==> config.mk <==
export PLATFORM = sky130hd
export DESIGN_NAME = contact_output_selector
export DESIGN_NICKNAME = d
export VERILOG_FILES = /design/src/contact_output_pkg.sv /design/src/contact_output_selector.sv
export SDC_FILE = /design/constraint.sdc
export NUM_CORES = 1
export LEC_CHECK = 0
export ABC_AREA = 1
export BUFFER_PORTS_ARGS = -buffer_cell sky130_fd_sc_hd__buf_2
export CAP_MARGIN = 15
export CORE_ASPECT_RATIO = 0.5
export CORE_MARGIN = 4
export CORE_UTILIZATION = 25
export DETAILED_ROUTE_END_ITERATION = 8
export MAX_ROUTING_LAYER = met4
export SYNTH_ARGS = -nofsm -noshare
export SYNTH_HDL_FRONTEND = slang
export SYNTH_SLANG_ARGS = --single-unit
==> constraint.sdc <==
create_clock -name mclk -period 1.5 [get_ports mclk]
set_input_delay 0.3 -clock mclk [delete_from_list [all_inputs] [get_ports mclk]]
set_output_delay 0.3 -clock mclk [all_outputs]
set_load 0.02 [all_outputs]
==> src/contact_output_pkg.sv <==
package contact_output_pkg;

  typedef enum logic [3:0] {
    SRC_OFF, SRC_RUN, SRC_REMOTE, SRC_READY, SRC_STOP_ALM, SRC_CONT_ALM, SRC_ANY_ALM,
    SRC_SEL_ALM, SRC_START_TMR, SRC_STOP_TMR, SRC_PWR_RST, SRC_FREEZE, SRC_INPUT_ONE_PASSTHROUGH,
    SRC_INPUT_TWO_PASSTHROUGH, SRC_WARM, SRC_SNOW
  } source_e;

  typedef struct packed {
    source_e src;
    logic    normClosed;
  } outCfg_s;

  // Status vector supplied by the rest of the product
  typedef struct packed {
    logic       running;
    logic       remoteMode;
    logic       tempReady;
    logic       stoppingFault;
    logic       continuingFault;
    logic       otherFault;
    logic [7:0] alarmVec;
    logic       startTimerArmed;
    logic       stopTimerArmed;
    logic       powerRestartEn;
    logic       antiFreezeEn;
    logic       warmUpEn;
    logic       antiSnowEn;
  } productStatus_s;

  typedef struct packed {
    logic        psel;
    logic        penable;
    logic        pwrite;
    logic [7:0]  paddr;
    logic [31:0] pwdata;
  } apbReq_s;

  localparam int NUM_OUT = 3;
  localparam int ALARM_W = 8;

  localparam logic [7:0] OUT1_CFG_ADDR  = 8'h00;
  localparam logic [7:0] OUT2_CFG_ADDR  = 8'h04;
  localparam logic [7:0] OUT3_CFG_ADDR  = 8'h08;
  localparam logic [7:0] ALARM_SEL_ADDR = 8'h0c;
  localparam logic [7:0] CTRL_ADDR      = 8'h10;
  localparam logic [7:0] STATE_ADDR     = 8'h14;

  localparam int CFG_SRC_LSB   = 0;
  localparam int CFG_NC_BIT    = 4;
  localparam int CTRL_RMTALT   = 0;
  localparam int STATE_CONT_LSB = 0;
  localparam int STATE_IN1_BIT = 4;
  localparam int STATE_IN2_BIT = 5;
  localparam int STATE_RMT_BIT = 6;
  localparam int STATE_WC_BIT  = 7;

  localparam outCfg_s OUT1_CFG_RST = '{src: SRC_RUN,     normClosed: 1'b0};
  localparam outCfg_s OUT2_CFG_RST = '{src: SRC_REMOTE,  normClosed: 1'b0};
  localparam outCfg_s OUT3_CFG_RST = '{src: SRC_ANY_ALM, normClosed: 1'b1};
  localparam logic [7:0] ALARM_SEL_RST = 8'h00;
  localparam logic       RMTALT_RST    = 1'b1;

endpackage

==> src/contact_output_selector.sv <==
module contact_output_selector (
  input  wire logic                               mclk,
  input  wire logic                               rst,
  input  wire contact_output_pkg::apbReq_s        apbReq,
  output logic                                    pready,
  output logic [31:0]                             prdata,
  output logic                                    pslverr,
  input  wire contact_output_pkg::productStatus_s status,
  input  wire logic                               contactIn1,
  input  wire logic                               contactIn2,
  input  wire logic                               waterCooledStrap,
  output logic [2:0]                              contactClosed
);

  // **********************************************************************
  // State
  // **********************************************************************
  typedef struct packed {
    contact_output_pkg::outCfg_s [2:0] cfg;
    logic [7:0]                        alarmSel;
    logic                              remoteAlt;
    logic                              waterCooled;
    logic                              strapTaken;
    logic [2:0]                        in1Sync;
    logic [2:0]                        in2Sync;
    logic                              in1;
    logic                              in2;
    logic [2:0]                        contacts;
    logic                              ready;
    logic [31:0]                       rdata;
    logic                              slverr;
  } state_s;

  localparam state_s STATE_RST = '{
    cfg:         {contact_output_pkg::OUT3_CFG_RST,
                  contact_output_pkg::OUT2_CFG_RST,
                  contact_output_pkg::OUT1_CFG_RST},
    alarmSel:    contact_output_pkg::ALARM_SEL_RST,
    remoteAlt:   contact_output_pkg::RMTALT_RST,
    waterCooled: 1'b0,
    strapTaken:  1'b0,
    in1Sync:     3'h0,
    in2Sync:     3'h0,
    in1:         1'b0,
    in2:         1'b0,
    contacts:    3'h0,
    ready:       1'b0,
    rdata:       32'h0,
    slverr:      1'b0
  };

  state_s cur_ff;
  state_s nxt_cur;

  // **********************************************************************
  // Status source selection
  // **********************************************************************
  function automatic logic pickSource(
    input contact_output_pkg::source_e        src,
    input contact_output_pkg::productStatus_s st,
    input logic                               remote_mode_status,
    input logic [7:0]                         sel,
    input logic                               snowOk,
    input logic                               in1,
    input logic                               in2
  );
    logic v;
    v = 1'b0;
    unique case (src)
      contact_output_pkg::SRC_OFF:       v = 1'b0;
      contact_output_pkg::SRC_RUN:       v = st.running;
      contact_output_pkg::SRC_REMOTE:    v = remote_mode_status;
      contact_output_pkg::SRC_READY:     v = st.tempReady;
      contact_output_pkg::SRC_STOP_ALM:  v = st.stoppingFault;
      contact_output_pkg::SRC_CONT_ALM:  v = st.continuingFault;
      contact_output_pkg::SRC_ANY_ALM:
        v = st.stoppingFault | st.continuingFault | st.otherFault;
      contact_output_pkg::SRC_SEL_ALM:   v = |(st.alarmVec & sel);
      contact_output_pkg::SRC_START_TMR: v = st.startTimerArmed;
      contact_output_pkg::SRC_STOP_TMR:  v = st.stopTimerArmed;
      contact_output_pkg::SRC_PWR_RST:   v = st.powerRestartEn;
      contact_output_pkg::SRC_FREEZE:    v = st.antiFreezeEn;
      // Debounced level only; a momentary input gives no stable meaning here
      contact_output_pkg::SRC_INPUT_ONE_PASSTHROUGH:      v = in1;
      contact_output_pkg::SRC_INPUT_TWO_PASSTHROUGH:      v = in2;
      contact_output_pkg::SRC_WARM:      v = st.warmUpEn;
      contact_output_pkg::SRC_SNOW:      v = st.antiSnowEn & snowOk;
    endcase
    return v;
  endfunction

  // **********************************************************************
  // Next state
  // **********************************************************************
  always_comb
  begin
    logic                   remoteNow;
    logic                   access;
    logic                   takeWrite;
    logic [31:0]            rd;
    logic                   err;
    logic [3:0]             wSrc;
    contact_output_pkg::outCfg_s wCfg;
    remoteNow = 1'b0;
    access    = 1'b0;
    takeWrite = 1'b0;
    rd        = 32'h0;
    err       = 1'b0;
    wSrc      = 4'h0;
    wCfg      = contact_output_pkg::OUT1_CFG_RST;
    nxt_cur   = cur_ff;

    // Strap caught once, on the first clock after reset release
    if (!cur_ff.strapTaken)
    begin
      nxt_cur.waterCooled = waterCooledStrap;
      nxt_cur.strapTaken  = 1'b1;
    end

    // Three-stage input capture; a level counts once stages two and three agree
    nxt_cur.in1Sync = {cur_ff.in1Sync[1:0], contactIn1};
    nxt_cur.in2Sync = {cur_ff.in2Sync[1:0], contactIn2};
    if (cur_ff.in1Sync[1] == cur_ff.in1Sync[2])
    begin
      nxt_cur.in1 = cur_ff.in1Sync[2];
    end
    if (cur_ff.in2Sync[1] == cur_ff.in2Sync[2])
    begin
      nxt_cur.in2 = cur_ff.in2Sync[2];
    end

    // Alternate remote input overrides the product's own remote mode flag
    remoteNow = cur_ff.remoteAlt ? cur_ff.in2 : status.remoteMode;

    // Contacts use the registered config, so defaults apply first after reset
    for (int i = 0; i < contact_output_pkg::NUM_OUT; i++)
    begin
      nxt_cur.contacts[i] = pickSource(cur_ff.cfg[i].src, status, remoteNow,
                                       cur_ff.alarmSel, !cur_ff.waterCooled,
                                       cur_ff.in1, cur_ff.in2)
                            ^ cur_ff.cfg[i].normClosed;
    end

    // APB slave: answer one cycle into the access phase, then drop ready
    access    = apbReq.psel & apbReq.penable;
    takeWrite = access & cur_ff.ready & apbReq.pwrite & !cur_ff.slverr;
    nxt_cur.ready = access & !cur_ff.ready;

    unique case (apbReq.paddr)
      contact_output_pkg::OUT1_CFG_ADDR,
      contact_output_pkg::OUT2_CFG_ADDR,
      contact_output_pkg::OUT3_CFG_ADDR:
      begin
        wCfg = cur_ff.cfg[apbReq.paddr[3:2]];
        rd[contact_output_pkg::CFG_SRC_LSB +: 4] = wCfg.src;
        rd[contact_output_pkg::CFG_NC_BIT]       = wCfg.normClosed;
      end
      contact_output_pkg::ALARM_SEL_ADDR:
        rd[contact_output_pkg::ALARM_W-1:0] = cur_ff.alarmSel;
      contact_output_pkg::CTRL_ADDR:
        rd[contact_output_pkg::CTRL_RMTALT] = cur_ff.remoteAlt;
      contact_output_pkg::STATE_ADDR:
      begin
        rd[contact_output_pkg::STATE_CONT_LSB +: 3] = cur_ff.contacts;
        rd[contact_output_pkg::STATE_IN1_BIT]       = cur_ff.in1;
        rd[contact_output_pkg::STATE_IN2_BIT]       = cur_ff.in2;
        rd[contact_output_pkg::STATE_RMT_BIT]       = remoteNow;
        rd[contact_output_pkg::STATE_WC_BIT]        = cur_ff.waterCooled;
      end
      default:
        err = 1'b1;
    endcase

    // Answer stands for exactly the ready cycle, so the bus reads idle right after it
    if (access & !cur_ff.ready)
    begin
      nxt_cur.rdata  = apbReq.pwrite ? 32'h0 : rd;
      nxt_cur.slverr = err;
    end
    else
    begin
      nxt_cur.rdata  = 32'h0;
      nxt_cur.slverr = 1'b0;
    end

    // Write lands on the edge where the master sees pready high
    if (takeWrite)
    begin
      wSrc = apbReq.pwdata[contact_output_pkg::CFG_SRC_LSB +: 4];
      unique case (apbReq.paddr)
        contact_output_pkg::OUT1_CFG_ADDR,
        contact_output_pkg::OUT2_CFG_ADDR,
        contact_output_pkg::OUT3_CFG_ADDR:
        begin
          nxt_cur.cfg[apbReq.paddr[3:2]].src        = contact_output_pkg::source_e'(wSrc);
          nxt_cur.cfg[apbReq.paddr[3:2]].normClosed =
            apbReq.pwdata[contact_output_pkg::CFG_NC_BIT];
        end
        contact_output_pkg::ALARM_SEL_ADDR:
          nxt_cur.alarmSel = apbReq.pwdata[contact_output_pkg::ALARM_W-1:0];
        contact_output_pkg::CTRL_ADDR:
          nxt_cur.remoteAlt = apbReq.pwdata[contact_output_pkg::CTRL_RMTALT];
        default:
          nxt_cur.remoteAlt = cur_ff.remoteAlt;
      endcase
    end
  end

  always_ff @(posedge mclk)
  begin
    if (rst)
    begin
      cur_ff <= STATE_RST;
    end
    else
    begin
      cur_ff <= nxt_cur;
    end
  end

  assign pready        = cur_ff.ready;
  assign prdata        = cur_ff.rdata;
  assign pslverr       = cur_ff.slverr;
  assign contactClosed = cur_ff.contacts;

endmodule

# Word level (Yosys, flattened, before mapping)
# Index checks and enable logic that the tools add are counted.
# W data, S select, Z words.
[totals]
wordCells = 120
inputBits = 68
register_bits = 71
[op_classes]
n_lt_le_gt_ge = 2
muxes = 18
n_eq_ne = 52
n_reduce_logical = 16
n_bitwise = 13
[op_table]
columns = ["op", "count"]
rows = [
  ["$eq A4 B4 Y1 const B", 24],
  ["$eq A4 B3 Y1 const B", 12],
  ["$pmux W1 S16", 3],
  ["$bwmux W15", 2],
  ["$eq A4 B2 Y1 const B", 6],
  ["$demux W5 S2", 2],
  ["$eq A8 B4 Y1 const B", 2],
  ["$eq A8 B5 Y1 const B", 2],
  ["$eq A4 B1 Y1 const B", 3],
  ["$logic_not A4 Y1", 3],
  ["$bmux W5 S2", 1],
  ["$mux W5", 2],
  ["$and A8 B8 Y8", 1],
  ["$eq A8 B3 Y1 const B", 1],
  ["$logic_not A8 Y1", 1],
  ["$reduce_or A8 Y1", 1],
  ["$and A1 B1 Y1", 6],
  ["$pmux W2 S3", 1],
  ["$pmux W3 S2", 1],
  ["$reduce_and A2 Y1", 3],
  ["$reduce_or A3 Y1", 2],
  ["$reduce_or A6 Y1", 1],
  ["$pmux W1 S4", 1],
  ["$logic_not A1 Y1", 3],
  ["other kinds (11)", 17],
]

# Logic depth before layout (Yosys ltp)
# Gate-level depths: netlist of run 1.
[depth]
word_depth = 6
depth_mapped = 11
mapped_depth_nobuf = 11

# Worst setup path before layout of run 1
# Ideal clock, no wire load.
[synth_path]
path_kind = "register to register"
from = "reg cur_ff (netlist bit pready)"
to = "reg cur_ff[67] (netlist bit)"
stages_incl_launch_ff = 6
slack_ns = 0.086
n_path_buf = 0
period_less_slack_ns = 1.414
arrival_ns = 1.295
setup_time_ns = 0.119
path_cell_list = "dfxtp_1 > nand2_1 > nor3_4 > nand3_4 > o21ai_0 > a21oi_1"
[synth_via]
elab_chain_len = 4
[synth_rtl]
columns = ["element", "line_no", "text"]
rows = [
  ["from (decl)", "contact_output_selector.sv:52", "state_s cur_ff;"],
  ["from (signal assigned)", "contact_output_selector.sv:217", "cur_ff <= nxt_cur;"],
  ["$and A1 B1 Y1 (3 in a row)", "contact_output_selector.sv:146", "takeWrite = access & cur_ff.ready & apbReq.pwrite & !cur_ff.slverr;"],
  ["$reduce_and A2 Y1 (no source line)", "--", ""],
]
# Every way passes these cells.
# A chain may end at the register's enable or synchronous reset.

# Worst setup path after layout of run 1
[layout_path]
from = "reg cur_ff[62] (netlist bit)"
to = "reg cur_ff (netlist bit contactClosed[1])"
[layout_via]
elab_chain_len = 3
word_cells_on_any_way = 18
classes_between = "eq/ne: 15; mux: 1; bitwise: 1; reduce/logical: 1"
[layout_rtl]
columns = ["element", "line_no", "text"]
rows = [
  ["$eq A4 B4 Y1, or another cell as far along", "contact_output_selector.sv:69", "unique case (src)"],
  ["$pmux W1 S16 *", "contact_output_selector.sv:69", ""],
  ["$xor A1 B1 Y1 *", "contact_output_selector.sv:141", "^ cur_ff.cfg[i].normClosed;"],
]
# Every way passes the cells marked *; elsewhere a longest branch is shown, timed or not.

==> results of run 1 <==
## cell usage in the layout, fill, tap and decap left out, types with 7 or more instances in the layout
| cell | netlist | layout |
|---|---|---|
| sky130_fd_sc_hd__a21oi_1 | 28 | 28 |
| sky130_fd_sc_hd__buf_4 | 35 | 7 |
| sky130_fd_sc_hd__nand2_1 | 96 | 95 |
| sky130_fd_sc_hd__nor2_1 | 64 | 64 |
| sky130_fd_sc_hd__o21ai_1 | 9 | 9 |
| sky130_fd_sc_hd__dfxtp_1 | 47 | 43 |
| sky130_fd_sc_hd__nand3_1 | 36 | 36 |
| sky130_fd_sc_hd__o21ai_0 | 21 | 21 |
| sky130_fd_sc_hd__buf_2 | 4 | 56 |
| sky130_fd_sc_hd__conb_1 | 1 | 24 |
| sky130_fd_sc_hd__inv_1 | 48 | 48 |
## kinds of logic (layout without fill, tap and decap cells)
logic type	Yosys count	in the layout	synth area share [%]
AO/OA/AOI/OAI	68	68	12.9
AND/OR/NAND/NOR	215	215	34.7
other	1	24	0.135
flip-flops	47	47	33.8
buffers and inverters	97	130	18.4
## worst max-delay path: stages (launching register included)
cell and delay [ps]:
sky130_fd_sc_hd__dfxtp_1 470, sky130_fd_sc_hd__inv_1 120, sky130_fd_sc_hd__nor2_1 150, sky130_fd_sc_hd__nand2_1 70, sky130_fd_sc_hd__nand2_1 60, sky130_fd_sc_hd__nor2_1 50
sky130_fd_sc_hd__nor2_1 90, sky130_fd_sc_hd__nor2_1 60, sky130_fd_sc_hd__a21oi_1 130, sky130_fd_sc_hd__nor2_1 50
## area by class of cell
class,count,area share [%]
timing repair buffer,66,11.9
multi-input combinational,307,43.0
tap,140,5.31
clock buffer,5,3.79
sequential,47,28.6
clock inverter,3,0.606
inverter,56,6.74
## registers in the layout (all words and copies together) (netlist names)
signal	flops
contactClosed	3
cur_ff	34
prdata	8
pready	1
pslverr	1
## where the power goes
group	total (mW)	internal, mW	switching, mW
sequential	1.27	1.26	0.00801
combinational	0.276	0.0922	0.184
clock	1.10	0.614	0.484
## through the flow
| step | hold WS, ps | setup WS, ps | instances | total power [mW] |
|---|---|---|---|---|
| after floorplan | 377 | 85.7 | 451 | 1.50 |
| after global placement | 389 | 30.5 | 616 | 1.57 |
| after detailed placement | 401 | -4.89 | 616 | 1.57 |
| after CTS | 198 | 115 | 624 | 2.67 |
| after global routing | 203 | 17.3 | 624 | 2.77 |
| final | 203 | 156 | 624 | 2.64 |
## routing by layer
layer  share of wire, %  global-route usage, %  vias up
met5                  0                      -        -
met4                1.6                   3.61        0
met3                5.8                   2.71       10
met2                 44                   19.1       73
met1                 49                   15.8     1191
li1                   -                      -     1405
## how the worst min path moves through the flow
stage                          start    endpoint  slack, ps
after floorplan                  rst      pready        380
after global placement    cur_ff[39]  cur_ff[40]        390
after detailed placement  cur_ff[42]  cur_ff[43]        400
after CTS                        rst      pready        200
after global routing             rst      pready        200
final                            rst      pready        200
==> results.md, run 1 <==
* Result of the run: finished clean
* Nets@finish at 551
* Cell chosen for the clock root: sky130_fd_sc_hd__clkbuf_16
* Sequential area share after synthesis at 33.8%
* Overall routed net length at 7550 um
* Vertical extent of the die at 82.6 um
* Port bufs at 56
* Launching element type of the critical path: flip-flop
* CTS sink cnt at 47
* Pre-antenna DRT Iters at 4
* Top cell types by occurrence after synthesis: sky130_fd_sc_hd__nand2_1, sky130_fd_sc_hd__nor2_1, sky130_fd_sc_hd__inv_1
* Total of max-cap violations at 0
* Post-Syn Area at 2790 um^2
* Initial antenna violation count at 0
* Total of fill cells in the finished design at 1169
* TritonCTS clock tree: built
* Overall track demand over capacity in global routing at 12.2%
* H-tree depth reported by CTS at 2
* Total Die Area at 13000 um^2
* Portion of the clock cycle consumed by the worst path in the final layout at 89.6%
* Setup repair after global routing missed its margin: no
* Highest fanout seen on the critical path at 6
* Clock network latency to the later pin of the worst-skew pair at 290 ps
* Worst vdd ir at 0.000363 V
* Post-DR wirelength/cell at 12.1 um
* Cells after Synth at 428
* Avg Cell Area, Syn at 6.51 um^2
* Number of flops mapped to enable cells by yosys at 0
* Final setup violation count at 0
* Placement-stage cell area at 3150 um^2
* Sum of net half-perimeters after detailed placement at 6010 um
* Hold bufs inserted after CTS at 0
* First-pass GRT wire length at 12100 um
* Remaining routing DRC violations at 0
* Number of global-route vias before repair at 2467
* Setup slack, reg-to-reg at 160 ps
* Synth top area cells: sky130_fd_sc_hd__dfxtp_1, sky130_fd_sc_hd__nand2_1, sky130_fd_sc_hd__buf_4
* DRT iter0 DRCs at 158
* Max Freq at 744 MHz
* Post-CTS Repair Setup Buffers at 0
* Cts bufs inserted at 5
* Distinct cells, synth at 29
* Number of pins with negative max-slew slack in the final report at 0
* Total via count after detailed routing at 2679
* Initial core utilization at 26.4%
* Instance count along the most critical hold path at 2
* Setup Crit Path Kind: flip-flop to flip-flop
* Final critical path time including I/O delays and setup at 1340 ps
* Number of core rows at 26
* Average via count per standard cell at 4.29
* Number of synthesized register bits at 47
* Yosys top cell area share at 33.8%
* Area of the core at 10500 um^2
* Leak Pwr at 1.61 nW
* Synth async-reset ratio at 0%
* Hold Path Class: primary input to flip-flop
* Arrival time at the worst endpoint at 1530 ps
* Clock skew after layout at 9.00 ps
* Reg-to-Reg End: contactClosed[1]
* Post-CTS sizing at 0
* Yosys warning count at 0
* Worst Setup EP: contactClosed[1]
* Largest area contributor in the synthesized netlist: sky130_fd_sc_hd__dfxtp_1
* CP endpoint kind: flip-flop
* Post-CTS clock slew at the launch and capture registers of the worst setup and hold paths at 70 ps
* Number of antenna diodes at 0
* Layout cell share with drive strength beyond 1 at 21.5%
* Final Hold Viols at 0
* Routability cong. at 0.865
* Most common cell in the netlist: sky130_fd_sc_hd__nand2_1
* Cells on worst reg2reg path at 9
* Layout overhead on the synthesized area at 18.6%
* Antenna violation net count after detailed routing at 0
* PD cells at 801 nW/um^2
* Startpoint of the worst setup timing path: cur_ff[62]
* Ys flop type: sky130_fd_sc_hd__dfxtp_1
* Register Area at 946 um^2
* Data required time at the worst endpoint at 1690 ps
* FF-to-FF Start: cur_ff[62]
* Width of the chip at 157 um
* Grt total ovfl at 0
* Largest net degree at the start of global routing at 27
* Core Util, Final at 31.3%
* Setup total negative slack at 0 ps
* Cell area after layout at 3300 um^2
* Multi-input combinational cell area at 1420 um^2
* Ports placed on the boundary at 105
* Deepest clock path buffer count at 2
(Power assumes the default switching activity.)
==> inputs of run 2 (changes only) <==
clock period = 1.1 ns   (was 1.5 ns; I/O delays follow)
==> results.md, run 2 (synthesized netlist as in run 1, its figures left out) <==
* Leak Pwr at 1.90 nW (was 1.61 nW)
* CP endpoint kind: flip-flop (unchanged)
* Final Hold Viols at 0 (unchanged)
* Initial antenna violation count at 0 (unchanged)
* Overall track demand over capacity in global routing at 13.3% (was 12.2%)
* Area of the core at 10500 um^2 (unchanged)
* PD cells at 989 nW/um^2 (was 801 nW/um^2)
* Number of core rows at 26 (unchanged)
* Setup repair after global routing missed its margin: yes (was no)
* Hold Path Class: primary input to flip-flop (unchanged)
* DRT iter0 DRCs at 220 (was 158)
* Initial core utilization at 26.4% (unchanged)
* Arrival time at the worst endpoint at 1480 ps (was 1530 ps)
* Clock skew after layout at 9.17 ps (was 9.00 ps)
* Average via count per standard cell at 4.37 (was 4.29)
* Power, Total at 3.96 mW (was 2.64 mW)
* Hold bufs inserted after CTS at 0 (unchanged)
* Width of the chip at 157 um (unchanged)
* Multi-input combinational cell area at 1650 um^2 (was 1420 um^2)
* Deepest clock path buffer count at 2 (unchanged)
* Remaining routing DRC violations at 0 (unchanged)
* Highest fanout seen on the critical path at 10 (was 6)
* Cell chosen for the clock root: sky130_fd_sc_hd__clkbuf_16 (unchanged)
* Setup Crit Path Kind: flip-flop to flip-flop (unchanged)
* First-pass GRT wire length at 13200 um (was 12100 um)
* Number of flip-flops under the largest register name at 34 (unchanged)
* Number of antenna diodes at 0 (unchanged)
* Failing checks: setup timing
* Final critical path time including I/O delays and setup at 1250 ps (was 1340 ps)
* Total Die Area at 13000 um^2 (unchanged)
* Total of max-cap violations at 0 (unchanged)
* Data required time at the worst endpoint at 1330 ps (was 1690 ps)
* Max Freq at 797 MHz (was 744 MHz)
* Detail Route met3 WL at 624 um (was 439 um)
* CTS sink cnt at 47 (unchanged)
* Number of pins with negative max-slew slack in the final report at 0 (unchanged)
* DR top layer: met4 (unchanged)
* Post-CTS clock slew at the launch and capture registers of the worst setup and hold paths at 70 ps (about the same)
* Leading cell type in the layout, fill and taps excluded: sky130_fd_sc_hd__nand2_1 (unchanged)
* Most flops, register: cur_ff (unchanged)
* Result of the run: finished with violations (was finished clean)
* Antenna violation net count after detailed routing at 0 (unchanged)
* Cts bufs inserted at 5 (unchanged)
* Layout cell share with drive strength beyond 1 at 38.9% (was 21.5%)
* Core Util, Final at 38.0% (was 31.3%)
* Launching element type of the critical path: flip-flop (unchanged)
* Pre-antenna DRT Iters at 4 (unchanged)
* Total of fill cells in the finished design at 1128 (was 1169)
* Number of global-route vias before repair at 2673 (was 2467)
* Wire length on met1 at 4010 um (was 3680 um)
* TritonCTS clock tree: built (unchanged)
* Top library cells by usage in the layout, fill and taps aside: sky130_fd_sc_hd__nand2_1, sky130_fd_sc_hd__buf_2, sky130_fd_sc_hd__nor2_1 (was sky130_fd_sc_hd__nand2_1, sky130_fd_sc_hd__nor2_1, sky130_fd_sc_hd__buf_2)
* Post-layout worst setup margin at -155 ps (was 156 ps)
* H-tree depth reported by CTS at 2 (unchanged)
* Post-DR wirelength/cell at 12.7 um (was 12.1 um)
* Grt total ovfl at 0 (unchanged)
* Worst vdd ir at 0.000765 V (was 0.000363 V)
* Ports placed on the boundary at 105 (unchanged)
* Layout overhead on the synthesized area at 43.8% (was 18.6%)
* Register Area at 975 um^2 (was 946 um^2)
* Sum of net half-perimeters after detailed placement at 6590 um (was 6010 um)
* Vertical extent of the die at 82.6 um (unchanged)
* Nets@finish at 597 (was 551)
* Port bufs at 56 (unchanged)
* Overall routed net length at 8500 um (was 7550 um)
* Largest net degree at the start of global routing at 26 (was 27)
* Clock network latency to the later pin of the worst-skew pair at 290 ps (about the same)
* Met2 wire length at 3750 um (was 3300 um)
* Portion of the clock cycle consumed by the worst path in the final layout at 114% (was 89.6%)
* Final setup violation count at 26 (was 0)
* Total via count after detailed routing at 2927 (was 2679)
* Routability cong. at 0.906 (was 0.865)
## run 2: changes by cell type in the layout (fill, tap and decap cells not counted), sizes merged
cell and change:
buf +43, bufinv +1, clkbuf +1, clkinvlp -2, nand2 +1, nand3 +2
## run 2: path summary, 6_finish.rpt
check | start | endpoint | slack (ps) | depth (start not counted)
max | cur_ff[67] | contactClosed[2] | -150 | 9
min reg2reg | cur_ff[39] | cur_ff[40] | 400 | 2
min | rst | pready | 130 | 2
max reg2reg | cur_ff[67] | contactClosed[2] | -150 | 9
## run 2: layout make-up
cell class | count | share of cell area (%)
Sequential cell | 47 | 24.3
Timing Repair Buffer | 109 | 19.7
Clock inverter | 2 | 0.875
Clock buffer | 6 | 3.47
Multi-Input combinational cell | 310 | 41.1
Tap cell | 140 | 4.38
Inverter | 56 | 6.19
## run 2: stage by stage
| step | instance area, um^2 | hold WS [ps] | setup slack [ps] | setup TNS (ps) | std cells |
|---|---|---|---|---|---|
| 4_1_cts | 3850 | 107 | -156 | -2150 | 668 |
| 3_3_place_gp | 3520 | 396 | -283 | -7720 | 653 |
| 5_1_grt | 4000 | 133 | -254 | -4730 | 670 |
| 6_report | 4000 | 126 | -155 | -2150 | 670 |
| 2_1_floorplan | 2970 | 288 | -247 | -5030 | 451 |
| 3_5_place_dp | 3520 | 398 | -289 | -8020 | 653 |
## run 2: worst max-delay path: stages, from the launching register on
cell and delay [ps]:
sky130_fd_sc_hd__dfxtp_2 330, sky130_fd_sc_hd__buf_12 140, sky130_fd_sc_hd__nor2_4 120, sky130_fd_sc_hd__and2_4 140, sky130_fd_sc_hd__nor2_2 30, sky130_fd_sc_hd__nor2_1 100
sky130_fd_sc_hd__nand2_1 100, sky130_fd_sc_hd__nand3_1 90, sky130_fd_sc_hd__nand2_1 50, sky130_fd_sc_hd__nor2_1 100
## run 2: per-layer routing
layer,track usage [%],up-vias
met2,20.2,89
met3,3.18,10
met4,3.18,0
met1,18.1,1323
li1,-,1505
met5,-,-
## run 2: power breakdown
| group | internal [mW] | switching [mW] |
|---|---|---|
| Combinational | 0.172 | 0.285 |
| Sequential | 1.70 | 0.0111 |
| Clock | 1.13 | 0.656 |
## run 2: timing repair
action / 4_1_cts / 5_1_grt
pin swaps: 26 / 26
buffers inserted: 4 / 6
gates resized for setup: 30 / 44
endpoints found under the setup margin: 35 / 38
gates cloned: 3 / 0
